<file path="src/atx_pkg.sv">
// Constants, register map and state encoding for the ATX host power control block
`default_nettype none
package atx_pkg;
  localparam int CLK_HZ = 50_000_000;
  localparam int TICKS_PER_S = 32;
  localparam int TICK_CYCLES_DEF = CLK_HZ / TICKS_PER_S;
  // Key-hold and pulse times in milliseconds
  localparam int ON_HOLD_MS = 250;
  localparam int OFF_HOLD_MS = 4000;
  localparam int RST_HOLD_MS = 4000;
  localparam int RST_PULSE_MS = 1000;
  localparam int OFF_EXT_MS = 5000;
  // Least times round up, the longest time rounds down
  localparam logic [7:0] ON_HOLD_TICKS = 8'((ON_HOLD_MS * TICKS_PER_S + 999) / 1000);
  localparam logic [7:0] OFF_HOLD_TICKS = 8'((OFF_HOLD_MS * TICKS_PER_S + 999) / 1000);
  localparam logic [7:0] RST_HOLD_TICKS = 8'((RST_HOLD_MS * TICKS_PER_S + 999) / 1000);
  localparam logic [7:0] RST_PULSE_TICKS = 8'((RST_PULSE_MS * TICKS_PER_S + 999) / 1000);
  localparam logic [7:0] OFF_EXT_TICKS = 8'((OFF_EXT_MS * TICKS_PER_S) / 1000);
  // Register byte addresses
  localparam logic [4:0] ADDR_FUNC = 5'h00;
  localparam logic [4:0] ADDR_PULSE = 5'h04;
  localparam logic [4:0] ADDR_SENSE = 5'h08;
  localparam logic [4:0] ADDR_STORE = 5'h0C;
  localparam logic [4:0] ADDR_WDOG = 5'h10;
  localparam logic [4:0] ADDR_STATUS = 5'h14;
  // Function byte fields and the watchdog fire bit
  localparam int FUNC_AUTO_POL = 0;
  localparam int FUNC_PWR_INV = 1;
  localparam int FUNC_RST_INV = 2;
  localparam int FUNC_KRESET = 4;
  localparam int FUNC_KON = 5;
  localparam int FUNC_KOFF = 6;
  localparam int FUNC_BLANK = 7;
  localparam int WDOG_FIRE = 0;
  // Reset values and the connector sense select value
  localparam logic [7:0] FUNC_RST = 8'h00;
  localparam logic [7:0] PULSE_RST = 8'h20;
  localparam logic [7:0] SENSE_RST = 8'h01;
  localparam logic [7:0] SENSE_CONNECTOR = 8'h01;
  // Synchronised input positions
  localparam int IN_ACCEPT = 0;
  localparam int IN_CANCEL = 1;
  localparam int IN_SENSE_CONN = 2;
  localparam int IN_SENSE_GPIO = 3;
  localparam int IN_PWR_LINE = 4;
  localparam int IN_RST_LINE = 5;
  localparam int IN_W = 6;
  typedef enum logic [2:0] {
    S_IDLE = 3'b000,
    S_ON = 3'b001,
    S_OFF_MIN = 3'b010,
    S_OFF_EXT = 3'b011,
    S_KRST = 3'b100,
    S_WRST = 3'b101
  } state_type;
endpackage
`default_nettype wire

</file>
<file path="src/in_sync3.sv">
// Three-stage pin synchroniser; output moves once stages two and three agree
`default_nettype none
module in_sync3 #(
  parameter int W = 1
) (
  input wire logic i_ref_clk,
  input wire logic i_rst_n,
  input wire logic [W-1:0] i_d,
  output logic [W-1:0] o_q
);
  logic [W-1:0] s1_q;
  logic [W-1:0] s2_q;
  logic [W-1:0] s3_q;

  always_ff @(posedge i_ref_clk or negedge i_rst_n) begin
    if (!i_rst_n) begin
      s1_q <= '0;
      s2_q <= '0;
      s3_q <= '0;
    end else begin
      s1_q <= i_d;
      s2_q <= s1_q;
      s3_q <= s2_q;
    end
  end

  // Per bit: a value that held for two samples is taken
  always_ff @(posedge i_ref_clk or negedge i_rst_n) begin
    if (!i_rst_n) begin
      o_q <= '0;
    end else begin
      o_q <= (s2_q & s3_q) | (o_q & (s2_q | s3_q));
    end
  end
endmodule
`default_nettype wire

</file>
<file path="src/atx_host_power_control.sv">
// Keypad driven ATX power and reset switch control with Avalon-MM registers
//
// Chosen here: the address map and the Avalon-MM register port.
`default_nettype none
module atx_host_power_control
  import atx_pkg::*;
#(
  parameter int TICK_CYCLES = TICK_CYCLES_DEF
) (
  input wire logic i_ref_clk,
  input wire logic i_arst_n,
  input wire logic [4:0] i_avs_address,
  input wire logic i_avs_read,
  input wire logic i_avs_write,
  input wire logic [31:0] i_avs_writedata,
  input wire logic [3:0] i_avs_byteenable,
  output logic [31:0] o_avs_readdata,
  output logic o_avs_waitrequest,
  input wire logic i_accept_key,
  input wire logic i_cancel_key,
  input wire logic i_sense_connector_pin,
  input wire logic i_sense_gpio_pin,
  input wire logic i_pwr_sw_in,
  output logic o_pwr_sw_out,
  output logic o_pwr_sw_oe,
  input wire logic i_rst_sw_in,
  output logic o_rst_sw_out,
  output logic o_rst_sw_oe,
  output logic o_blank,
  output logic o_restart
);
  localparam int TW = $clog2(TICK_CYCLES + 1);
  localparam logic [TW-1:0] TICK_LAST = TW'(TICK_CYCLES - 1);

  logic rst_meta_q;
  logic rst_n;
  logic [IN_W-1:0] pins;
  logic [IN_W-1:0] syn;
  logic [TW-1:0] div_q;
  logic tick_q;
  logic [7:0] func_q;
  logic [7:0] pulse_q;
  logic [7:0] sense_sel_q;
  logic [7:0] boot_func_q;
  logic [7:0] boot_pulse_q;
  logic [7:0] boot_sense_q;
  logic wd_pend_q;
  logic restart_q;
  logic [7:0] acc_cnt_q;
  logic [7:0] can_cnt_q;
  logic [7:0] pcnt_q;
  state_type state_q;
  logic pwr_idle_q;
  logic rst_idle_q;
  logic pwr_lvl_q;
  logic rst_lvl_q;
  logic sense;
  logic accept;
  logic cancel;
  logic on_hit;
  logic off_hit;
  logic krst_hit;
  logic pulse_done;
  logic wr_take;
  logic rd_take;

  ////////////////////////////////////////////////////////////////////////////
  // Reset release and input synchronisers
  always_ff @(posedge i_ref_clk or negedge i_arst_n) begin
    if (!i_arst_n) begin
      rst_meta_q <= 1'b0;
      rst_n <= 1'b0;
    end else begin
      rst_meta_q <= 1'b1;
      rst_n <= rst_meta_q;
    end
  end

  assign pins = {i_rst_sw_in, i_pwr_sw_in, i_sense_gpio_pin, i_sense_connector_pin,
                 i_cancel_key, i_accept_key};

  in_sync3 #(.W(IN_W)) u_sync (
    .i_ref_clk(i_ref_clk),
    .i_rst_n(rst_n),
    .i_d(pins),
    .o_q(syn)
  );

  assign accept = syn[IN_ACCEPT];
  assign cancel = syn[IN_CANCEL];
  // Source select for host power sense
  assign sense = (sense_sel_q == SENSE_CONNECTOR) ? syn[IN_SENSE_CONN] : syn[IN_SENSE_GPIO];

  ////////////////////////////////////////////////////////////////////////////
  // Tick timebase, free running so holds and pulses share one grid
  always_ff @(posedge i_ref_clk or negedge rst_n) begin
    if (!rst_n) begin
      div_q <= '0;
      tick_q <= 1'b0;
    end else begin
      tick_q <= (div_q == TICK_LAST);
      div_q <= (div_q == TICK_LAST) ? '0 : div_q + TW'(1);
    end
  end

  ////////////////////////////////////////////////////////////////////////////
  // Avalon-MM slave: one wait cycle, then the transfer completes
  assign rd_take = i_avs_read && o_avs_waitrequest;
  assign wr_take = i_avs_write && !o_avs_waitrequest && i_avs_byteenable[0];

  always_ff @(posedge i_ref_clk or negedge rst_n) begin
    if (!rst_n) begin
      o_avs_waitrequest <= 1'b1;
    end else begin
      o_avs_waitrequest <= !((i_avs_read || i_avs_write) && o_avs_waitrequest);
    end
  end

  always_ff @(posedge i_ref_clk or negedge rst_n) begin
    if (!rst_n) begin
      o_avs_readdata <= 32'h0000_0000;
    end else if (rd_take) begin
      case (i_avs_address)
        ADDR_FUNC: o_avs_readdata <= {24'h00_0000, func_q};
        ADDR_PULSE: o_avs_readdata <= {24'h00_0000, pulse_q};
        ADDR_SENSE: o_avs_readdata <= {24'h00_0000, sense_sel_q};
        ADDR_WDOG: o_avs_readdata <= {31'h0000_0000, wd_pend_q};
        ADDR_STATUS: o_avs_readdata <= {24'h00_0000, sense, o_blank, o_rst_sw_oe,
                                        o_pwr_sw_oe, wd_pend_q, state_q};
        default: o_avs_readdata <= 32'h0000_0000;
      endcase
    end
  end

  // Live settings; a self restart reloads the stored power-up copy
  always_ff @(posedge i_ref_clk or negedge rst_n) begin
    if (!rst_n) begin
      func_q <= FUNC_RST;
      pulse_q <= PULSE_RST;
      sense_sel_q <= SENSE_RST;
    end else if (restart_q) begin
      func_q <= boot_func_q;
      pulse_q <= boot_pulse_q;
      sense_sel_q <= boot_sense_q;
    end else if (wr_take) begin
      if (i_avs_address == ADDR_FUNC) func_q <= i_avs_writedata[7:0];
      if (i_avs_address == ADDR_PULSE) pulse_q <= i_avs_writedata[7:0];
      if (i_avs_address == ADDR_SENSE) sense_sel_q <= i_avs_writedata[7:0];
    end
  end

  always_ff @(posedge i_ref_clk or negedge rst_n) begin
    if (!rst_n) begin
      boot_func_q <= FUNC_RST;
      boot_pulse_q <= PULSE_RST;
      boot_sense_q <= SENSE_RST;
    end else if (wr_take && i_avs_address == ADDR_STORE) begin
      boot_func_q <= func_q;
      boot_pulse_q <= pulse_q;
      boot_sense_q <= sense_sel_q;
    end
  end

  // Pending watchdog request; a new request beats the acceptance clear
  always_ff @(posedge i_ref_clk or negedge rst_n) begin
    if (!rst_n) begin
      wd_pend_q <= 1'b0;
    end else if (wr_take && i_avs_address == ADDR_WDOG && i_avs_writedata[WDOG_FIRE]) begin
      wd_pend_q <= 1'b1;
    end else if (state_q == S_IDLE) begin
      wd_pend_q <= 1'b0;
    end
  end

  ////////////////////////////////////////////////////////////////////////////
  // Key hold timers in ticks, cleared on release
  always_ff @(posedge i_ref_clk or negedge rst_n) begin
    if (!rst_n) begin
      acc_cnt_q <= 8'h00;
      can_cnt_q <= 8'h00;
    end else begin
      if (!accept) acc_cnt_q <= 8'h00;
      else if (tick_q && acc_cnt_q != 8'hFF) acc_cnt_q <= acc_cnt_q + 8'h01;
      if (!cancel) can_cnt_q <= 8'h00;
      else if (tick_q && can_cnt_q != 8'hFF) can_cnt_q <= can_cnt_q + 8'h01;
    end
  end

  // A hold fires once, on the tick that completes it
  assign on_hit = func_q[FUNC_KON] && !sense && accept && tick_q &&
                  acc_cnt_q == ON_HOLD_TICKS - 8'h01;
  assign krst_hit = func_q[FUNC_KRESET] && sense && accept && tick_q &&
                    acc_cnt_q == RST_HOLD_TICKS - 8'h01;
  assign off_hit = func_q[FUNC_KOFF] && sense && cancel && tick_q &&
                   can_cnt_q == OFF_HOLD_TICKS - 8'h01;
  // Width 0 behaves as one tick
  assign pulse_done = tick_q && (9'(pcnt_q) + 9'h001 >= 9'(pulse_q));

  ////////////////////////////////////////////////////////////////////////////
  // Switch sequencer
  always_ff @(posedge i_ref_clk or negedge rst_n) begin
    if (!rst_n) begin
      state_q <= S_IDLE;
      pcnt_q <= 8'h00;
      restart_q <= 1'b0;
    end else begin
      restart_q <= 1'b0;
      if (tick_q) pcnt_q <= pcnt_q + 8'h01;
      case (state_q)
        S_IDLE: begin
          pcnt_q <= 8'h00;
          // Watchdog first: a hung host outranks a key
          if (wd_pend_q) state_q <= S_WRST;
          else if (off_hit) state_q <= S_OFF_MIN;
          else if (on_hit) state_q <= S_ON;
          else if (krst_hit) state_q <= S_KRST;
        end
        S_ON: if (pulse_done) state_q <= S_IDLE;
        S_OFF_MIN: begin
          if (pulse_done) begin
            state_q <= cancel ? S_OFF_EXT : S_IDLE;
            pcnt_q <= 8'h00;
          end
        end
        S_OFF_EXT: if (!cancel || (tick_q && pcnt_q == OFF_EXT_TICKS - 8'h01))
          state_q <= S_IDLE;
        S_KRST: begin
          if (tick_q && pcnt_q == RST_PULSE_TICKS - 8'h01) begin
            state_q <= S_IDLE;
            restart_q <= 1'b1;
          end
        end
        S_WRST: if (tick_q && pcnt_q == RST_PULSE_TICKS - 8'h01)
          state_q <= S_IDLE;
        default: state_q <= S_IDLE;
      endcase
    end
  end

  ////////////////////////////////////////////////////////////////////////////
  // Line drivers; auto polarity drives against the released level
  always_ff @(posedge i_ref_clk or negedge rst_n) begin
    if (!rst_n) begin
      pwr_idle_q <= 1'b1;
      rst_idle_q <= 1'b1;
      pwr_lvl_q <= 1'b0;
      rst_lvl_q <= 1'b0;
    end else begin
      if (!o_pwr_sw_oe) pwr_idle_q <= syn[IN_PWR_LINE];
      if (!o_rst_sw_oe) rst_idle_q <= syn[IN_RST_LINE];
      if (state_q == S_IDLE) begin
        pwr_lvl_q <= func_q[FUNC_AUTO_POL] ? !pwr_idle_q : func_q[FUNC_PWR_INV];
        rst_lvl_q <= func_q[FUNC_AUTO_POL] ? !rst_idle_q : func_q[FUNC_RST_INV];
      end
    end
  end

  always_ff @(posedge i_ref_clk or negedge rst_n) begin
    if (!rst_n) begin
      o_pwr_sw_oe <= 1'b0;
      o_pwr_sw_out <= 1'b0;
      o_rst_sw_oe <= 1'b0;
      o_rst_sw_out <= 1'b0;
      o_blank <= 1'b0;
      o_restart <= 1'b0;
    end else begin
      o_pwr_sw_oe <= state_q inside {S_ON, S_OFF_MIN, S_OFF_EXT};
      o_pwr_sw_out <= (state_q inside {S_ON, S_OFF_MIN, S_OFF_EXT}) && pwr_lvl_q;
      o_rst_sw_oe <= state_q inside {S_KRST, S_WRST};
      o_rst_sw_out <= (state_q inside {S_KRST, S_WRST}) && rst_lvl_q;
      o_blank <= func_q[FUNC_BLANK] && !sense;
      o_restart <= restart_q;
    end
  end
endmodule
`default_nettype wire

</file>
<file path="config.mk">
export PLATFORM = sky130hd
export DESIGN_NAME = atx_host_power_control
export DESIGN_NICKNAME = d
export VERILOG_FILES = /design/src/atx_pkg.sv /design/src/in_sync3.sv /design/src/atx_host_power_control.sv
export SDC_FILE = /design/constraint.sdc
export NUM_CORES = 1
export LEC_CHECK = 0
export BUFFER_PORTS_ARGS = -buffer_cell sky130_fd_sc_hd__buf_2
export CAP_MARGIN = 20
export CORE_AREA = 2 2 127 104
export DETAILED_ROUTE_END_ITERATION = 6
export DIE_AREA = 0 0 129 106
export GPL_TIMING_DRIVEN = 0
export PLACE_DENSITY = 0.76
export SYNTH_ARGS = -nofsm -noshare
export SYNTH_HDL_FRONTEND = slang
export SYNTH_SLANG_ARGS = --single-unit
</file>
<file path="constraint.sdc">
create_clock -name i_ref_clk -period 5.08 [get_ports i_ref_clk]
set_input_delay 0.254 -clock i_ref_clk [delete_from_list [all_inputs] [get_ports i_ref_clk]]
set_output_delay 0.254 -clock i_ref_clk [all_outputs]
set_load 0.05 [all_outputs]
</file>
==> results of run 1 <==
[metrics by stage]
step,cell area [µm²],setup slack [ns],total power [µW]
after detailed placement,7286,2.032,1612
after global placement,7227,-0.5399,1591
final,7934,1.968,2768
after global routing,7934,1.695,2885
after floorplan,6818,0.7830,1523
after CTS,7934,1.985,2795
[final cells by class]
type,instances,area (µm²)
Clock buffer,18,439.2
Multi-Input combinational cell,446,2868
Clock inverter,14,118.9
Inverter,14,52.55
Sequential cell,144,3616
Timing Repair Buffer,49,335.3
Tap cell,175,219.0
Fill cell,968,4612
Buffer,48,285.3
[layer usage]
metal  vias up  part of all wire (%)  GRT usage (%)  wire (µm)
li1       2321                     -              -          -
met1      2428                    46          31.05       6511
met2       158                    47          34.85       6650
met3        18                   5.4          5.284        762
met4         0                   1.6          7.686        228
met5         -                     0              0          0
[worst max-delay path by stage]
stage / slack, ns / to / startpoint / cells after the start
final: 1.97 / state_q[0] / pcnt_q[0] / 11
after global routing: 1.69 / state_q[0] / pcnt_q[2] / 11
after CTS: 1.98 / state_q[0] / pcnt_q[2] / 11
after detailed placement: 2.03 / state_q[0] / pcnt_q[0] / 11
after global placement: -0.54 / u_sync.s1_q[5] / rst_n / 0
after floorplan: 0.78 / acc_cnt_q[0] / rst_n / 0
[registers in the layout, indices dropped and copies added (netlist names), 3 cells and up]
signal and cells:
acc_cnt_q 8, boot_func_q 8, boot_pulse_q 8, boot_sense_q 8, can_cnt_q 8, div_q 21
func_q 8, o_avs_readdata 8, pcnt_q 8, pulse_q 8, sense_sel_q 8, state_q 3
u_sync.o_q 6, u_sync.s1_q 6, u_sync.s2_q 6, u_sync.s3_q 6
[cells by family after synthesis]
| family | count (synthesis) | synth area share, % |
|---|---|---|
| buffers and inverters | 62 | 5.019 |
| and+or+nand+nor | 215 | 15.72 |
| other | 2 | 0.1116 |
| DFF | 144 | 53.66 |
| muxes | 61 | 9.573 |
| AOI/OAI and AO/OA | 87 | 7.584 |
| xor gates and xnor gates | 40 | 5.205 |
| adders and majority gates | 18 | 3.123 |
[placed cells by master, fill, tap and decap left out, drive strengths merged, types with 4 or more instances in the layout]
cell / synthesis / routed
and2: 8 / 8
and4: 4 / 4
nor2: 48 / 48
ha: 12 / 12
nand2: 71 / 71
nor2b: 7 / 7
dlygate4sd3: 0 / 9
inv: 14 / 14
maj3: 6 / 6
buf: 34 / 74
nand3b: 4 / 4
dfstp: 7 / 7
dfrtp: 137 / 137
or3: 4 / 4
a22oi: 7 / 7
mux2: 27 / 27
clkinvlp: 0 / 8
xnor2: 20 / 20
clkinv: 0 / 5
nor4: 7 / 7
mux2i: 34 / 34
and3: 9 / 9
nand4: 14 / 14
nand3: 23 / 23
clkbuf: 14 / 32
a21oi: 9 / 9
conb: 2 / 25
o21ai: 54 / 54
xor2: 20 / 20
[where the power goes]
part	internal, µW	switching, µW	total, µW
combinational	109	195	304
clock	681	487	1170
sequential	1240	61.3	1300
total	2020	743	2770
[critical path: stages (launching register included)]
cell and delay, ns:
dfrtp_1 0.42, ha_1 0.27, and4_1 0.30, nand2_1 0.09
xnor2_1 0.16, ha_1 0.31, and3_1 0.19, nand3_1 0.08
a21oi_1 0.05, o31ai_1 0.52, a211oi_2 0.29, a32o_2 0.31
[what timing repair did]
action / in CTS / in global routing
endpoints found under the hold margin: 9 / 0
hold buffers: 9 / 0
gates resized for setup: 0 / 0
endpoints found under the setup margin: 0 / 0
==> flow_metrics.py, run 1 <==
metrics = {
    "grt": {
        "antenna_found_initial": 0,
        "grt_pass1_wl_um": 23870,
        "grt_usage_pct": 22.40,
        "grt_max_degree": 60,
        "grt_overflow": 0,
        "grt_pass1_vias": 4796,
    },
    "synth": {
        "syn_area_mm2": 0.006731,
        "synth_most_common_cell": "dfrtp_1",
        "yosys.area.top_type": "dfrtp_1",
        "synth_seq_area_share_pct": 53.66,
        "ys_async_sr_fraction_pct": 100.0,
        "synth_area_per_cell_um2": 10.70,
        "ys_types": 54,
        "syn_inst": 629,
        "yosys_warnings": 0,
        "synth_commonest_cells": "dfrtp_1 (137), nand2_1 (71), nor2_1 (48), mux2i_1 (34), o21ai_0 (32)",
        "synth_top_area_share_pct": 50.93,
        "synth.area.top_cells": "dfrtp_1 (51%), mux2i_1 (5.1%), nand2_1 (4.0%), mux2_1 (3.3%), dfstp_2 (2.7%)",
        "synth_edf_count": 0,
        "synthFlopType": "dfrtp_1",
        "synth.ff_latch_count": 144,
    },
    "place": {
        "dp.cells": 867,
        "port_buffers": 38,
        "gp_congestion": 0.9024,
        "dp_hpwl_um": 9836,
    },
    "die": {
        "rows": 37,
        "chipWidth_um": 129,
        "dieArea_mm2": 0.01367,
        "core_area_mm2": 0.01255,
        "dieHeight_um": 106,
        "io_pins": 90,
        "initial_core_util_pct": 53.66,
    },
    "clock_network": {
        "clk_latency_ns": 0.42,
        "cts_num_sinks": 144,
        "h-tree-depth": 4,
        "post_cts_buffers": 0,
        "cts-root-buf": "clkbuf_16",
        "numCtsBuffers": 17,
        "path_clk_slew_ns": 0.06,
        "cts_tree": "done",
        "clock_path_buffers": 2,
    },
    "flow_run": {
        "drv_cap": 0,
    },
    "cells_and_area": {
        "diodes": 0,
        "nets": 783,
        "final_util_pct": 63.24,
        "area_growth_pct": 17.86,
        "fin_cells": 908,
        "drive_gt1_share_pct": 16.51,
    },
    "sta": {
        "setup_tns_ns": 0,
        "hold_viol": 0,
        "whs_ns": 0.1405,
        "rsz0062_at_grt": "false",
        "setup_viol": 0,
        "period_share_pct": 61.25,
        "slew_headroom_pct": 44.28,
        "fmax_ghz": 0.3214,
        "fin_crit_ns": 3.112,
        "tightest_slew_ns": 0.8282,
        "slew_viol_final": 0,
        "fin_worst_skew_ns": 0.006820,
    },
    "critical_path": {
        "required_ns": 5.39,
        "critPathMaxFanout": 9,
        "worstSetupEndpointType": "flip-flop",
        "worstSetupStartpointType": "flip-flop",
        "reg2reg_to": "state_q[0]",
        "r2r_start": "pcnt_q[0]",
        "crit_type": "reg2reg",
        "ff2ff_setup_slack_ns": 1.97,
        "cp.arrival_ns": 3.42,
        "rr_worst_depth": 11,
    },
    "pwr": {
        "p_leak_uw": 0.003669,
        "power_per_cell_area_mw_per_mm2": 348.9,
        "ir_worst_vdd_uv": 263.2,
    },
    "routing": {
        "drc": 0,
        "via_per_inst": 5.424,
        "drtIter0Drc": 390,
        "routedWlPerCell_um": 15.59,
        "first_pass_iters": 5,
        "ant_nets": 0,
        "via_count": 4925,
        "drt_wl_total_um": 14150,
    },
    "outcome": {
        "status": "complete, no violations",
    },
    "hold_path": {
        "hp-class": "in2async",
    },
}
(Power assumes the default switching activity.)
==> run 2: changes to the inputs <==
--- a/config.mk
+++ b/config.mk
@@ -5,11 +5,12 @@
 export SDC_FILE = /design/constraint.sdc
 export NUM_CORES = 1
 export LEC_CHECK = 0
+export ABC_AREA = 1
 export BUFFER_PORTS_ARGS = -buffer_cell sky130_fd_sc_hd__buf_2
 export CAP_MARGIN = 20
-export CORE_AREA = 2 2 127 104
+export CORE_AREA = 2 2 128 105
 export DETAILED_ROUTE_END_ITERATION = 6
-export DIE_AREA = 0 0 129 106
+export DIE_AREA = 0 0 130 107
 export GPL_TIMING_DRIVEN = 0
 export PLACE_DENSITY = 0.76
 export SYNTH_ARGS = -nofsm -noshare
==> constraint.sdc (replaced) <==
create_clock -name i_ref_clk -period 2.9 [get_ports i_ref_clk]
set_input_delay 0.145 -clock i_ref_clk [delete_from_list [all_inputs] [get_ports i_ref_clk]]
set_output_delay 0.145 -clock i_ref_clk [all_outputs]
set_load 0.05 [all_outputs]
==> run 2 against run 1 <==
Effect of this change: clock-buffer cell count is 4 higher; combinational power rose by 38%; clock power is 100% higher.
==> flow_metrics.py, run 2 <==
metrics = {
    "synth": {
        "synth.ff_latch_count": 144,
        "synth_simple_gate_area_share_pct": 21.16,
        "synthAdderAreaFrac_pct": 3.081,
        "synth_edf_count": 0,
        "yosys.area.top_type": "dfrtp_1",
        "muxShareOfSynthArea_pct": 0.3301,
        "synth_area_per_cell_um2": 8.725,
        "synth-xor-area-share_pct": 2.054,
        "synth.area.top_cells": "dfrtp_1 (50%), nand2_1 (10%), inv_1 (4.9%), o21ai_0 (3.7%), nor2_1 (2.8%)",
        "synth_top_family_by_area": "simple AND/OR/NAND/NOR gates",
        "syn_inst": 782,
        "synth_most_common_cell": "nand2_1",
        "synth_compound_area_share_pct": 11.33,
        "ys_types": 42,
        "synth_seq_area_share_pct": 52.94,
        "syn_area_mm2": 0.006823,
        "synthFlopType": "dfrtp_1",
        "synth_commonest_cells": "nand2_1 (189), dfrtp_1 (137), inv_1 (89), nor2_1 (51), o21ai_0 (51)",
        "ys_async_sr_fraction_pct": 100.0,
        "synth_top_area_share_pct": 50.25,
        "yosys_warnings": 0,
    },
    "routing": {
        "drt_wl_total_um": 15060,
        "via_count": 5493,
        "first_pass_iters": 5,
        "drc": 0,
        "drtIter0Drc": 421,
        "routedWlPerCell_um": 14.20,
        "ant_nets": 0,
        "via_per_inst": 5.177,
    },
    "die": {
        "dieHeight_um": 107,
        "io_pins": 90,
        "core_area_mm2": 0.01264,
        "initial_core_util_pct": 53.98,
        "chipWidth_um": 130,
        "dieArea_mm2": 0.01391,
        "rows": 37,
    },
    "sta": {
        "hold_viol": 0,
        "fin_crit_ns": 2.507,
        "setup_viol": 0,
        "slew_viol_final": 0,
        "rsz0062_at_grt": "false",
        "setup_tns_ns": 0,
        "tightest_slew_ns": 0.5979,
        "fmax_ghz": 0.3988,
        "fin_worst_skew_ns": 0.008873,
        "period_share_pct": 86.46,
        "slew_headroom_pct": 59.99,
    },
    "cells_and_area": {
        "diodes": 0,
        "layout_commonest_cell": "nand2_1",
        "mostFrequentLayoutCells": "nand2_1 (189), dfrtp_1 (136), inv_1 (89)",
        "fin_cells": 1061,
        "largest_reg_flops": 21,
        "regMostFlops": "div_q",
        "area_growth_pct": 18.94,
        "nets": 936,
        "drive_gt1_share_pct": 15.12,
    },
    "critical_path": {
        "slowest_delay_ns": 0.41,
        "required_ns": 3.19,
        "reg2reg_to": "pcnt_q[1]",
        "worstPathBufferInverterCount": 0,
        "rr_worst_depth": 15,
        "ff2ff_setup_slack_ns": 0.39,
        "path_cells": "ha_1 -> nand3_1 -> xor2_1 -> ha_1 -> nand2_1 -> nor2_1 -> nand2_1 -> nand3_1 -> nand2_1 -> nand2_1 -> nand2_1 -> nand2_1 -> nand2_1 -> a21oi_2 -> a21oi_1",
        "worstSetupEndpointType": "flip-flop",
        "critPathTopFamily": "simple AND/OR/NAND/NOR gates",
        "crit_top_cell": "nand2_1",
        "crit_slowest_cell": "dfrtp_1",
        "critPathMaxFanout": 8,
        "worstSetupStartpointType": "flip-flop",
        "cp.arrival_ns": 2.80,
        "crit_type": "reg2reg",
        "r2r_start": "pcnt_q[0]",
    },
    "pwr": {
        "ir_worst_vdd_uv": 464.2,
        "power_per_cell_area_mw_per_mm2": 615.8,
        "p_leak_uw": 0.004003,
    },
    "clock_network": {
        "path_clk_slew_ns": 0.06,
        "h-tree-depth": 4,
        "cts-root-buf": "clkbuf_16",
        "cts_num_sinks": 144,
        "cts_resized": 0,
        "post_cts_buffers": 0,
        "clk_latency_ns": 0.43,
        "clock_path_buffers": 2,
        "hold_buffers": 9,
        "cts_tree": "done",
        "numCtsBuffers": 17,
    },
    "grt": {
        "grt_max_degree": 73,
        "grt_pass1_vias": 5249,
        "grt_pass1_wl_um": 25520,
        "antenna_found_initial": 0,
        "grt_usage_pct": 23.80,
        "grt_overflow": 0,
    },
    "place": {
        "dp_hpwl_um": 10770,
        "port_buffers": 38,
        "dp.cells": 1020,
        "gp_congestion": 0.9250,
    },
    "flow_run": {
        "drv_cap": 0,
    },
    "outcome": {
        "status": "complete, no violations",
    },
    "hold_path": {
        "hp-class": "in2async",
    },
}
==> run 2: changes by cell type after synthesis, moves of 10 or more <==
cell	previous run	this run
nand2_1	71	189
inv_1	14	89
mux2i_1	34	0
mux2_1	20	0
o21ai_0	32	51
a21oi_1	9	26
o211ai_1	3	19
xnor2_1	20	4
nor3_1	2	15
inv_2	0	10
==> run 2: worst max path at each step <==
stage / start / endpoint / slack [ns] / depth (start not counted)
6_report: pcnt_q[0] / pcnt_q[1] / 0.39 / 15
5_1_grt: pcnt_q[0] / pcnt_q[6] / 0.14 / 15
4_1_cts: pcnt_q[0] / pcnt_q[1] / 0.38 / 15
3_5_place_dp: pcnt_q[0] / pcnt_q[1] / 0.39 / 15
3_3_place_gp: rst_n / boot_sense_q[7] / -0.33 / 0
2_1_floorplan: rst_n / acc_cnt_q[0] / 0.52 / 0
==> run 2: area by class of cell <==
class                   instances  area (µm²)
well taps                     175       219.0
inverters                     100       375.4
repair buffers                 49       335.3
clock buffers                  22       464.2
multi-input cells             523        2684
fillers                      1065        4523
clock inverters                10       183.9
flip-flops and latches        144        3616
plain buffers                  38       237.7
==> run 2: kinds of logic (layout without fill, tap and decap cells) <==
family,count (synthesis),after routing
other cells,2,25
compound gates,134,134
simple gates,328,328
mux,2,2
fa+ha+maj,18,18
xor+xnor,16,16
buf+inv,138,219
flops,144,144
==> run 2: worst reg2reg max path: cells and delay by family, from the launching register on <==
| family | cells | cell delay (ns) |
|---|---|---|
| flip-flops | 1 | 0.41 |
| XOR/XNOR | 1 | 0.20 |
| adder cells (fa/ha/maj) | 2 | 0.52 |
| AO/OA/AOI/OAI | 2 | 0.45 |
| AND/OR/NAND/NOR | 10 | 0.79 |
==> run 2: per-stage QoR <==
step           cell area [µm²]  total power, µW  setup slack, ns  hold slack [ns]  utilization, %
6_report                  8115             4998           0.3927          0.02639           64.21
5_1_grt                   8115             5191           0.1447          0.01256           64.21
4_1_cts                   8115             5038           0.3812         0.003978           64.21
3_5_place_dp              7377             2637           0.3943         -0.06706           58.37
3_3_place_gp              7320             2616          -0.3260         -0.06798           57.92
2_1_floorplan             6910             2513           0.5163          -0.1506               -
==> run 2: power breakdown <==
part	total [µW]	switching, µW	internal (µW)	leakage, µW
Sequential	2190	70.9	2120	0.00181
Combinational	419	290	129	0.00188
Clock	2380	816	1570	0.000310
==> run 2: layer usage <==
layer  share of wire [%]  GRT usage [%]  vias up
met5                   0              0        -
met4                 1.4          8.679        0
met3                 6.4          6.737       18
met2                  45          36.13      161
met1                  48          32.70     2610
li1                    -              -     2704
==> run 3: changes to the inputs <==
--- a/config.mk
+++ b/config.mk
@@ -8,11 +8,12 @@
 export ABC_AREA = 1
 export BUFFER_PORTS_ARGS = -buffer_cell sky130_fd_sc_hd__buf_2
 export CAP_MARGIN = 20
-export CORE_AREA = 2 2 128 105
+export CORE_AREA = 2 2 129 106
 export DETAILED_ROUTE_END_ITERATION = 6
-export DIE_AREA = 0 0 130 107
+export DIE_AREA = 0 0 131 108
 export GPL_TIMING_DRIVEN = 0
-export PLACE_DENSITY = 0.76
+export PLACE_DENSITY_LB_ADDON = 0.08
 export SYNTH_ARGS = -nofsm -noshare
 export SYNTH_HDL_FRONTEND = slang
+export SYNTH_HIERARCHICAL = 1
 export SYNTH_SLANG_ARGS = --single-unit
==> run 3 against run 2 <==
Effect of this change: synthesized cell count is 0.51% higher; clock power is 7% lower; flip-flop and latch count stayed put; worst setup slack worse by 0.047 ns; sequential share of layout area is 0.10 points higher; clock-buffer cell count is 1 lower; register-to-register slack worse by 0.05 ns; critical path depth stayed put; sequential power is 2% higher; largest power group is now registers; first-iteration DRC count is 13% higher; via count is 3.1% higher.
==> flow_metrics.py, run 3 <==
metrics = {
    "outcome": {
        "status": "complete, no violations",
    },
    "synth": {
        "syn_area_mm2": 0.006883,
        "syn_inst": 786,
        "synth_seq_area_share_pct": 52.48,
        "ys_async_sr_fraction_pct": 100.0,
        "synth-xor-area-share_pct": 2.036,
        "synth_most_common_cell": "nand2_1",
        "synth_commonest_cells": "nand2_1 (190), dfrtp_1 (137), inv_1 (95), nor2_1 (62), o21ai_0 (47)",
        "synth_simple_gate_area_share_pct": 21.60,
        "synthFlopType": "dfrtp_1",
        "synth_top_area_share_pct": 49.81,
        "synth_edf_count": 0,
        "yosys_warnings": 6,
        "ys_types": 46,
        "synth.ff_latch_count": 144,
        "synth_top_family_by_area": "simple AND/OR/NAND/NOR gates",
        "synthAdderAreaFrac_pct": 2.181,
        "synth_area_per_cell_um2": 8.757,
        "synth_compound_area_share_pct": 11.05,
        "synth.area.top_cells": "dfrtp_1 (50%), nand2_1 (10%), inv_1 (5.2%), o21ai_0 (3.4%), nor2_1 (3.4%)",
        "yosys.area.top_type": "dfrtp_1",
        "muxShareOfSynthArea_pct": 1.763,
    },
    "cells_and_area": {
        "diodes": 0,
        "mostFrequentLayoutCells": "nand2_1 (190), dfrtp_1 (136), inv_1 (95)",
        "largest_reg_flops": 21,
        "drive_gt1_share_pct": 15.20,
        "nets": 939,
        "fillerInstances": 1062,
        "layout_commonest_cell": "nand2_1",
        "regMostFlops": "div_q",
        "design_area_mm2": 0.008097,
        "area_growth_pct": 17.63,
    },
    "sta": {
        "whs_ns": 0.04275,
        "rsz0062_at_grt": "false",
        "tightest_slew_ns": 0.8938,
        "slew_headroom_pct": 40.41,
        "fin_worst_skew_ns": 0.006532,
        "slew_viol_final": 0,
        "fin_crit_ns": 2.554,
        "period_share_pct": 88.06,
        "hold_viol": 0,
        "setup_slack_ns": 0.3462,
        "setup_tns_ns": 0,
        "setup_viol": 0,
        "fmax_ghz": 0.3916,
    },
    "critical_path": {
        "crit_type": "reg2reg",
        "crit_top_cell": "nand2_1",
        "reg2reg_to": "pcnt_q[6]",
        "cp.depth": 15,
        "slowest_delay_ns": 0.44,
        "path_cells": "ha_1 -> nand3_1 -> nor3_2 -> xor2_1 -> ha_1 -> nand2_1 -> inv_1 -> nand2_1 -> nand2_1 -> nand2_1 -> nand2_1 -> nand2_1 -> nand2_1 -> buf_4 -> a22oi_1",
        "r2r_start": "pcnt_q[0]",
        "crit_end": "pcnt_q[6]",
        "crit_slowest_cell": "dfrtp_1",
        "critPathTopFamily": "simple AND/OR/NAND/NOR gates",
        "cp.arrival_ns": 2.88,
        "critPathMaxFanout": 10,
        "required_ns": 3.22,
        "worstSetupEndpointType": "flip-flop",
        "ff2ff_setup_slack_ns": 0.35,
        "worstPathBufferInverterCount": 2,
        "worstSetupStartpointType": "flip-flop",
        "crit_path_start": "pcnt_q[0]",
        "rr_worst_depth": 15,
    },
    "grt": {
        "grt_pass1_wl_um": 26870,
        "antenna_found_initial": 0,
        "grt_pass1_vias": 5476,
        "grt_max_degree": 73,
        "grt_overflow": 0,
        "grt_usage_pct": 25.11,
    },
    "clock_network": {
        "path_clk_slew_ns": 0.06,
        "cts-root-buf": "clkbuf_16",
        "clock_path_buffers": 2,
        "hold_buffers": 9,
        "clk_latency_ns": 0.42,
        "h-tree-depth": 4,
        "cts_tree": "done",
        "post_cts_buffers": 0,
        "cts_resized": 0,
        "numCtsBuffers": 17,
        "cts_num_sinks": 144,
    },
    "place": {
        "placed_cell_area_mm2": 0.007410,
        "gp_congestion": 0.9301,
        "port_buffers": 38,
        "dp_hpwl_um": 11390,
        "dp_slack_ns": 0.4076,
    },
    "routing": {
        "first_pass_iters": 5,
        "routedWlPerCell_um": 15.30,
        "drt_wl_total_um": 16270,
        "via_count": 5663,
        "ant_nets": 0,
        "via_per_inst": 5.327,
        "drc": 0,
        "drtIter0Drc": 475,
    },
    "die": {
        "io_pins": 90,
        "dieArea_mm2": 0.01415,
        "chipWidth_um": 131,
        "core_area_mm2": 0.01273,
        "initial_core_util_pct": 54.06,
        "dieHeight_um": 108,
        "rows": 37,
    },
    "pwr": {
        "ir_worst_vdd_uv": 417.6,
        "power_per_cell_area_mw_per_mm2": 601.2,
        "p_leak_uw": 0.004120,
    },
    "hold_path": {
        "hp-class": "in2async",
    },
    "flow_run": {
        "drv_cap": 0,
    },
}
[run 3: cell types whose count changed in the layout (fill, tap and decap cells not counted), moves of 6 or more]
cell / change
o21ai_1: -16
a21oi_1: +12
nor2_1: +11
mux2_2: +7
clkbuf_1: -6
inv_1: +6
maj3_1: -6
[run 3: cell type report]
type | count | area, µm² | share of cell area [%]
Clock inverter | 10 | 136.4 | 1.684
Buffer | 34 | 225.2 | 2.782
Clock buffer | 21 | 460.4 | 5.687
Inverter | 101 | 379.1 | 4.682
Sequential cell | 144 | 3616 | 44.66
Tap cell | 175 | 219.0 | 2.704
Multi-Input combinational cell | 530 | 2753 | 34.00
Timing Repair Buffer | 48 | 307.8 | 3.802
[run 3: kinds of logic after synthesis]
group	count (synthesis)
and+or+nand+nor	337
DFF	144
buffers and inverters	135
AOI/OAI and AO/OA	129
xor gates and xnor gates	16
adders and majority gates	12
muxes	11
other	2
[run 3: layer usage]
layer  track usage (%)  wire (µm)  vias to the layer above
met5                 0          0                        -
met4             8.283        238                        0
met3             5.641       1052                       23
met2             40.01       7732                      180
met1             34.32       7242                     2750
li1                  -          -                     2710
[run 3: worst min path at each step]
stage          depth (start not counted)  slack [ns]    endpoint
2_1_floorplan                          0       -0.15  rst_meta_q
3_3_place_gp                           1       -0.07  rst_meta_q
3_5_place_dp                           1       -0.07  rst_meta_q
4_1_cts                                2        0.02       rst_n
5_1_grt                                2        0.05  rst_meta_q
6_report                               2        0.04  rst_meta_q
[run 3: power by group]
part           internal (µW)  switching (µW)  total, µW
Clock                   1390             818       2210
Combinational            134             289        423
Sequential              2140             101       2240
[run 3: metrics by stage]
| step | cells | power (µW) | utilization, % |
|---|---|---|---|
| floorplan | 809 | 2555 | - |
| global placement | 1022 | 2656 | 57.97 |
| detailed placement | 1023 | 2679 | 58.20 |
| CTS | 1063 | 4904 | 63.60 |
| global route | 1063 | 5069 | 63.60 |
| finish | 1063 | 4868 | 63.60 |
